$ cat src/emp_consts.svh
// Purpose: constants for the emergency message producer
// Assumes: included by the codec, history and producer design files, not by the package
// Notes: offsets are object-dictionary indices
`ifndef EMP_CONSTS_SVH
`define EMP_CONSTS_SVH

`define EMP_OD_FAULT_SUMMARY 16'h1001
`define EMP_OD_HISTORY 16'h1003
`define EMP_OD_EMCY_ID 16'h1014
`define EMP_HIST_DEPTH 3'h5
`define EMP_FUNC_EMCY 4'h1
`define EMP_ID_INVALID_BIT 31
`define EMP_ID_EXT_BIT 29
`define EMP_FSB_MASK 8'h91
`define EMP_FRAME_LEN 4'h8
`define EMP_CODE_NONE 16'h0000
`define EMP_CODE_CANCTRL 16'h1000
`define EMP_CODE_ACCESS 16'h5000
`define EMP_CODE_OVERRUN 16'h8110
`define EMP_CODE_GUARD 16'h8130
`define EMP_CODE_BUSOFF 16'h8140
`define EMP_CODE_PDOLEN 16'h8210
`define EMP_CODE_RESET 16'hff00
`define EMP_REG_HARD 8'h81
`define EMP_REG_COMM 8'h11
`define EMP_REG_RESET 8'h80

`endif

$ cat src/emp_pkg.sv
// Purpose: types for the emergency message producer
// Assumes: self-contained; values are literals, emp_consts.svh is not included
// Notes: fault indices match the manufacturer first byte
package emp_pkg;

  typedef enum logic [3:0] {
    EMP_F_NONE = 4'h0,
    EMP_F_CANCTRL = 4'h1,
    EMP_F_NVMEM = 4'h2,
    EMP_F_SERIAL = 4'h3,
    EMP_F_RXOVR = 4'h4,
    EMP_F_TXOVR = 4'h5,
    EMP_F_CANOVR = 4'h6,
    EMP_F_GUARD = 4'h7,
    EMP_F_BUSOFF = 4'h8,
    EMP_F_PDOLEN = 4'h9,
    EMP_F_RESET = 4'ha
  } emp_fault_e;

  typedef struct packed {
    logic [15:0] code;
    logic [7:0] summary;
    logic [39:0] mfr;
  } emp_entry_s;

  typedef struct packed {
    logic [31:0] id;
    logic [3:0] len;
    logic [63:0] data;
  } emp_frame_s;

  typedef enum logic [2:0] {
    EMP_S_IDLE = 3'b001,
    EMP_S_SEND = 3'b010,
    EMP_S_LOG = 3'b100
  } emp_state_e;

endpackage

$ cat src/emp_codec.sv
// Purpose: maps a fault index to its emergency entry
// Assumes: purely combinational
// Notes: unknown indices encode as the no-error entry
`timescale 1ns/1ns
`include "emp_consts.svh"
module emp_codec import emp_pkg::*; (
  input wire logic [3:0] fault,
  output emp_entry_s entry
);
  always_comb begin
    entry = '0;
    entry.mfr = {fault, 36'h0};
    entry.mfr[39:32] = {4'h0, fault};
    case (fault)
      EMP_F_CANCTRL: begin
        entry.code = `EMP_CODE_CANCTRL;
        entry.summary = `EMP_REG_HARD;
      end
      EMP_F_NVMEM, EMP_F_SERIAL: begin
        entry.code = `EMP_CODE_ACCESS;
        entry.summary = `EMP_REG_HARD;
      end
      EMP_F_RXOVR, EMP_F_TXOVR, EMP_F_CANOVR: begin
        entry.code = `EMP_CODE_OVERRUN;
        entry.summary = `EMP_REG_COMM;
      end
      EMP_F_GUARD: begin
        entry.code = `EMP_CODE_GUARD;
        entry.summary = `EMP_REG_COMM;
      end
      EMP_F_BUSOFF: begin
        entry.code = `EMP_CODE_BUSOFF;
        entry.summary = `EMP_REG_COMM;
      end
      EMP_F_PDOLEN: begin
        entry.code = `EMP_CODE_PDOLEN;
        entry.summary = `EMP_REG_COMM;
      end
      EMP_F_RESET: begin
        entry.code = `EMP_CODE_RESET;
        entry.summary = `EMP_REG_RESET;
      end
      default: begin
        entry = '0;
      end
    endcase
    entry.summary = entry.summary & `EMP_FSB_MASK;
  end
endmodule // emp_codec

$ cat src/emp_history.sv
// Purpose: five-deep error history, newest at sub-index 1
// Assumes: push is a one-cycle pulse
// Notes: sub-index 0 reads the number of held entries
`timescale 1ns/1ns
`include "emp_consts.svh"
module emp_history import emp_pkg::*; (
  input wire logic clk,
  input wire logic rstn,
  input wire logic push,
  input wire emp_entry_s entry,
  input wire logic [2:0] sub,
  output logic [31:0] rdata
);
  emp_entry_s hist_reg [1:5];
  logic [2:0] count_reg;

  genvar g;
  generate
    for (g = 1; g <= 5; g++) begin : g_slot
      // Slot 1 has no neighbour below, so it loads the new entry instead
      if (g == 1) begin : g_head
        always_ff @(posedge clk or negedge rstn) begin
          if (!rstn) begin
            hist_reg[g] <= '0;
          end else if (push) begin
            hist_reg[g] <= entry;
          end
        end
      end else begin : g_tail
        always_ff @(posedge clk or negedge rstn) begin
          if (!rstn) begin
            hist_reg[g] <= '0;
          end else if (push) begin
            hist_reg[g] <= hist_reg[g-1];
          end
        end
      end
    end
  endgenerate

  always_ff @(posedge clk or negedge rstn) begin
    if (!rstn) begin
      count_reg <= 3'h0;
    end else if (push && count_reg != `EMP_HIST_DEPTH) begin
      count_reg <= count_reg + 3'h1;
    end
  end

  // Entry word: code in the low half, summary byte and first mfr byte above
  always_comb begin
    rdata = 32'h0;
    if (sub == 3'h0) begin
      rdata = {29'h0, count_reg};
    end else if (sub <= count_reg) begin
      rdata = {hist_reg[sub].mfr[39:32], hist_reg[sub].summary, hist_reg[sub].code};
    end
  end
endmodule // emp_history

$ cat src/emp_producer.sv
// Purpose: builds and sends emergency frames for detected faults
// Assumes: fault_valid/fault_id come from on-chip detectors on clk
// Notes: one fault accepted at a time; fault_ready stalls the rest
`timescale 1ns/1ns
`include "emp_consts.svh"
module emp_producer import emp_pkg::*; (
  input wire logic clk,
  input wire logic rstn,
  input wire logic [6:0] node_id,
  input wire logic fault_valid,
  input wire logic [3:0] fault_id,
  output logic fault_ready,
  input wire logic pdo_rx_valid,
  input wire logic [3:0] pdo_rx_len,
  input wire logic [3:0] pdo_map_len,
  input wire logic od_wr,
  input wire logic [15:0] od_index,
  input wire logic [2:0] od_sub,
  input wire logic [31:0] od_wdata,
  output logic [31:0] od_rdata,
  output logic tx_valid,
  input wire logic tx_ready,
  output emp_frame_s tx_frame,
  output logic [7:0] fault_summary
);
  emp_state_e state_reg;
  logic [31:0] emcy_id_reg;
  logic id_custom_reg;
  logic [3:0] pend_reg;
  logic pend_valid_reg;
  logic [3:0] cur_fault_reg;
  logic len_err_reg;
  emp_entry_s cur_entry;
  emp_entry_s log_entry_reg;
  logic hist_push;
  logic [31:0] hist_rdata;
  logic [31:0] id_now;
  logic id_wr;
  logic [31:0] id_wr_val;

  emp_codec u_codec (
    .fault(cur_fault_reg),
    .entry(cur_entry)
  );

  emp_history u_hist (
    .clk(clk),
    .rstn(rstn),
    .push(hist_push),
    .entry(log_entry_reg),
    .sub(od_sub),
    .rdata(hist_rdata)
  );

  // Identifier follows the node number until the master writes one
  always_comb begin
    id_now = {21'h0, `EMP_FUNC_EMCY, node_id};
    if (id_custom_reg) begin
      id_now = emcy_id_reg;
    end
  end

  assign id_wr = od_wr && od_index == `EMP_OD_EMCY_ID;

  // Bit 30 reserved; upper id bits cleared in 11-bit mode
  always_comb begin
    id_wr_val = od_wdata & 32'hbfffffff;
    if (!od_wdata[`EMP_ID_EXT_BIT]) begin
      id_wr_val[28:11] = 18'h0;
    end
  end

  always_ff @(posedge clk or negedge rstn) begin
    if (!rstn) begin
      emcy_id_reg <= 32'h0;
      id_custom_reg <= 1'b0;
    end else if (id_wr) begin
      emcy_id_reg <= id_wr_val;
      id_custom_reg <= 1'b1;
    end
  end

  // Length check on received process data; the detector pulse wins
  always_ff @(posedge clk or negedge rstn) begin
    if (!rstn) begin
      len_err_reg <= 1'b0;
    end else if (pdo_rx_valid && pdo_rx_len != pdo_map_len) begin
      len_err_reg <= 1'b1;
    end else if (len_err_reg && !pend_valid_reg && !(fault_valid && fault_ready)) begin
      len_err_reg <= 1'b0;
    end
  end

  // One-entry holding stage so a fault is never lost while a frame is out
  always_ff @(posedge clk or negedge rstn) begin
    if (!rstn) begin
      pend_reg <= 4'h0;
      pend_valid_reg <= 1'b0;
    end else if (!pend_valid_reg && fault_valid && fault_ready) begin
      pend_reg <= fault_id;
      pend_valid_reg <= 1'b1;
    end else if (!pend_valid_reg && len_err_reg) begin
      pend_reg <= EMP_F_PDOLEN;
      pend_valid_reg <= 1'b1;
    end else if (pend_valid_reg && state_reg == EMP_S_IDLE) begin
      pend_valid_reg <= 1'b0;
    end
  end

  always_ff @(posedge clk or negedge rstn) begin
    if (!rstn) begin
      fault_ready <= 1'b0;
    end else begin
      // Held low while a length fault waits, so no request meets a full stage
      fault_ready <= !pend_valid_reg && !(fault_valid && fault_ready) && !len_err_reg;
    end
  end

  // Frame sequencer
  always_ff @(posedge clk or negedge rstn) begin
    if (!rstn) begin
      state_reg <= EMP_S_IDLE;
      cur_fault_reg <= 4'h0;
    end else begin
      case (state_reg)
        EMP_S_IDLE: begin
          if (pend_valid_reg) begin
            cur_fault_reg <= pend_reg;
            if (!id_now[`EMP_ID_INVALID_BIT]) begin
              state_reg <= EMP_S_SEND;
            end
          end
        end
        EMP_S_SEND: begin
          if (tx_valid && tx_ready) begin
            state_reg <= EMP_S_LOG;
          end
        end
        EMP_S_LOG: begin
          state_reg <= EMP_S_IDLE;
        end
        default: begin
          state_reg <= EMP_S_IDLE;
        end
      endcase
    end
  end

  // Frame output held stable until the controller takes it
  always_ff @(posedge clk or negedge rstn) begin
    if (!rstn) begin
      tx_valid <= 1'b0;
      tx_frame <= '0;
    end else if (state_reg == EMP_S_SEND && !tx_valid) begin
      tx_valid <= 1'b1;
      tx_frame.id <= id_now;
      tx_frame.len <= `EMP_FRAME_LEN;
      tx_frame.data <= {cur_entry.code[7:0], cur_entry.code[15:8],
                        cur_entry.summary, cur_entry.mfr};
    end else if (tx_valid && tx_ready) begin
      tx_valid <= 1'b0;
    end
  end

  always_ff @(posedge clk or negedge rstn) begin
    if (!rstn) begin
      log_entry_reg <= '0;
    end else if (state_reg == EMP_S_SEND && !tx_valid) begin
      log_entry_reg <= cur_entry;
    end
  end

  assign hist_push = state_reg == EMP_S_LOG;

  always_ff @(posedge clk or negedge rstn) begin
    if (!rstn) begin
      fault_summary <= 8'h0;
    end else if (hist_push) begin
      fault_summary <= log_entry_reg.summary & `EMP_FSB_MASK;
    end
  end

  // Object dictionary read port, registered
  always_ff @(posedge clk or negedge rstn) begin
    if (!rstn) begin
      od_rdata <= 32'h0;
    end else begin
      case (od_index)
        `EMP_OD_FAULT_SUMMARY: od_rdata <= {24'h0, fault_summary};
        `EMP_OD_HISTORY: od_rdata <= hist_rdata;
        `EMP_OD_EMCY_ID: od_rdata <= id_now;
        default: od_rdata <= 32'h0;
      endcase
    end
  end
endmodule // emp_producer

$ cat config.mk
export PLATFORM = sky130hd
export DESIGN_NAME = emp_producer
export DESIGN_NICKNAME = d
export VERILOG_FILES = /design/src/emp_pkg.sv /design/src/emp_codec.sv /design/src/emp_history.sv /design/src/emp_producer.sv
export VERILOG_INCLUDE_DIRS = /design/src /design/src/src
export SDC_FILE = /design/constraint.sdc
export NUM_CORES = 1
export LEC_CHECK = 0
export ABC_AREA = 1
export BUFFER_PORTS_ARGS = -buffer_cell sky130_fd_sc_hd__buf_2
export CAP_MARGIN = 20
export CORE_AREA = 2 2 231 233
export CTS_BUF_LIST = sky130_fd_sc_hd__clkbuf_4 sky130_fd_sc_hd__clkbuf_8
export CTS_CLUSTER_SIZE = 40
export DETAILED_ROUTE_END_ITERATION = 16
export DIE_AREA = 0 0 233 235
export PLACE_DENSITY = 0.47
export SLEW_MARGIN = 20
export SYNTH_ARGS = -nofsm -noshare
export SYNTH_HDL_FRONTEND = slang
export SYNTH_HIERARCHICAL = 1
export SYNTH_SLANG_ARGS = --single-unit
$ cat constraint.sdc
create_clock -name clk -period 2.4 [get_ports clk]
set_input_delay 0.12 -clock clk [delete_from_list [all_inputs] [get_ports clk]]
set_output_delay 0.12 -clock clk [all_outputs]
set_load 0.05 [all_outputs]
==> metrics.txt <==
status=finished, final reports clean; Final setup viols=0; largest family of logic cells by synthesized area=simple AND/OR/NAND/NOR gates; most frequent CP cell=dlygate4sd3_1; H-tree levels=2; Critical Path AT=2830 ps; CTS tree=yes; gpl congestion=0.809; clk slew on worst S/H paths=60 ps; crit path cell chain=dlygate4sd3_1 -> buf_2 -> nor2_1 -> dlygate4sd3_1 -> nand2_1 -> nor2_2 -> buf_4 -> nand4_1 -> dlygate4sd3_1 -> nand2_1; CP endpoint kind=flop; register area share after synthesis=between 50% and 60%; Synth Register Bits=341; Slowest Stage Delay on Critical Path=600 ps; post-synth cell types=36; crit-path max FO=22; peak supply drop=0.817 mV; clk buf depth=3; Routed wire per std cell=15.9 um; routed wire length=roughly 46000 um; DR pass1 iterations=5; commonest non-fill, non-tap cell in the layout=nand2_1; compound-gate portion of the synthesized area=10.4%; asr flop ratio synth=100%; Final HPWL DP=30000 um; Critical Path Stages=10; first-pass GRT wire length=73500 um; Post-synth EDFFs=0; cells after synthesis=1880; DRT iter0 DRCs=939; largest net degree at the start of global routing=98; most frequent cells in the layout=nand2_1, dfrtp_1, o21ai_0, buf_2, inv_1; Skew-Pair Late Insertion Delay=around 650 ps; placed cells=2692; share of layout cells above drive strength 1=approximately 18%; Post-DRT Antenna Nets=0; Top Family by Delay on Critical Path=buffers and inverters; Max-Cap Viols=0; CP Launch Type=input port; max FFs per register=160; crit path buf inv count=5; # IOs=218; total global routing overflow=0; Layout Cells excl Fill=2893; Slew Viols, Final=0; # port buffers=207; post_cts resized=0; Global Route Usage Sum=17.0%; Simple-Gate Fraction of Synth Area=23.8%; Synth Area in XOR/XNOR=0.337%; pre-CTS setup slack=~440 ps; area of the mapped netlist=0.0156 mm2; reg-to-reg setup timing slack=450 ps; f_max=~450 MHz; Leak=around 9.6 nW; Initial Util=29.8%; Cells on Worst Hold Path=6; Die X=233 um; WS Path Type=in2reg; slew margin rel.=50.4%; Hold Vio Cnt, Final=0; Core Region=0.0522 mm2; Worst Tran Pin Value=about 740 ps; PnR Total Power=0.0179 W; vias=13100; slack of the critical path=164 ps; setup TNS=0 ps; syn avg cell area=slightly above 8 um2; warnings from Yosys=6; layout net count=2241; cts bufs inserted=61; Final min period=2240 ps; CTS sink count=341; RSZ-0062 raised after global routing=false; Critical Path RT=between 2000 and 3000 ps; Fill cells=5443; vias in the first global route=12900; Worst Skew=25.7 ps; post-synthesis adder-cell area fraction=0.401%; Top FF cell, synth=dfrtp_1; initial antenna violation count=1; Min-Delay Path Class=in2reg; # DRC=0; via/cell ratio=4.53; overall die area=0.0548 mm2; Worst R2R Path Depth=10; slowest cell on the critical path=dlygate4sd3_1; Power Density=927 mW/mm2; Cell Rows=84; proportion of synthesized area in mux cells=0%; area delta synth->final=23.6%; hold_ws=~120 ps; Root Buffer=clkbuf_8; DIE HEIGHT=235 um; Tcrit/Tclk final=roughly 93%
through the flow:
step	util [%]	area, um2
floorplan	-	15800
global placement	32.7	17100
detailed placement	32.7	17100
CTS	36.9	19300
global route	36.9	19300
finish	36.9	19300
area by class of cell:
| cell class | instances | area [um2] | share of cell area [%] |
|---|---|---|---|
| Tap cell | 688 | 861 | 4.47 |
| Multi-Input combinational cell | 1276 | 5680 | 29.4 |
| Clock buffer | 102 | 1210 | 6.28 |
| Clock inverter | 5 | 38.8 | 0.201 |
| Timing Repair Buffer | 338 | 2420 | 12.5 |
| Sequential cell | 341 | 8530 | 44.3 |
| Antenna cell | 1 | 2.50 | 0.0130 |
| Inverter | 142 | 538 | 2.79 |
what timing repair did:
item                                    4_1_cts  5_1_grt
endpoints found under the setup margin        0        0
buffers inserted                              0        0
hold buffers                                 93        0
hold endpoints to repair                    395        0
cell families (layout without fill, tap and decap cells):
| group | count (synthesis) | in the layout |
|---|---|---|
| AOI/OAI and AO/OA | 302 | 302 |
| buffers and inverters | 316 | 587 |
| xor gates and xnor gates | 6 | 6 |
| adders and majority gates | 5 | 5 |
| DFF | 341 | 341 |
| other | 2 | 56 |
| and+or+nand+nor | 908 | 908 |
path summary, 6_finish.rpt:
kind	from	endpoint
worst min register to register	len_err_reg	fault_ready
worst min-delay path	od_sub[2]	od_rdata[2]
worst max register to register	u_hist/count_reg[2]	od_rdata[7]
worst max-delay path	od_index[6]	emcy_id_reg[23]
min in group asynchronous	rstn	u_hist/hist_reg[307]
max in group asynchronous	rstn	state_reg[0]
cells in the mapped netlist (6+ instances only):
| library cell | number | area share [%] |
|---|---|---|
| buf_4 | 69 | 3.3 |
| buf_2 | 52 | 1.7 |
| a21oi_1 | 23 | 0.74 |
| o21ai_1 | 17 | 0.55 |
| o21ai_0 | 222 | 7.1 |
| nor2_1 | 21 | 0.51 |
| buf_6 | 11 | 0.79 |
| a21oi_2 | 10 | 0.56 |
| nand3_1 | 120 | 3.9 |
| nand4_1 | 31 | 1.2 |
| dfrtp_1 | 340 | 55 |
| nand2_2 | 6 | 0.24 |
| nand2_1 | 716 | 17 |
| clkbuf_1 | 39 | 0.94 |
| o211ai_1 | 28 | 1.3 |
| inv_1 | 133 | 3.2 |
| inv_2 | 7 | 0.17 |
routing by layer:
metal | share of wire, % | GRT usage (%)
met1 | 44 | 22.5
met4 | 3.3 | 6.20
met3 | 5.6 | 4.30
met2 | 47 | 26.8
met5 | 0 | 0
tightest hold or removal path, cell delays in order:
cell	delay, ps
buf_2	160
nand2_1	80
nand3_1	70
nand2_1	110
nand3_1	120
nand2_1	60
where the power goes:
group	leakage, nW	switching (W)	total [W]	internal [W]
clock	0.672	0.00244	0.00558	0.00314
sequential	4.61	0.000589	0.00716	0.00657
combinational	4.34	0.00391	0.00511	0.00120
total	9.63	0.00694	0.0179	0.0109
(Power assumes the default switching activity.)
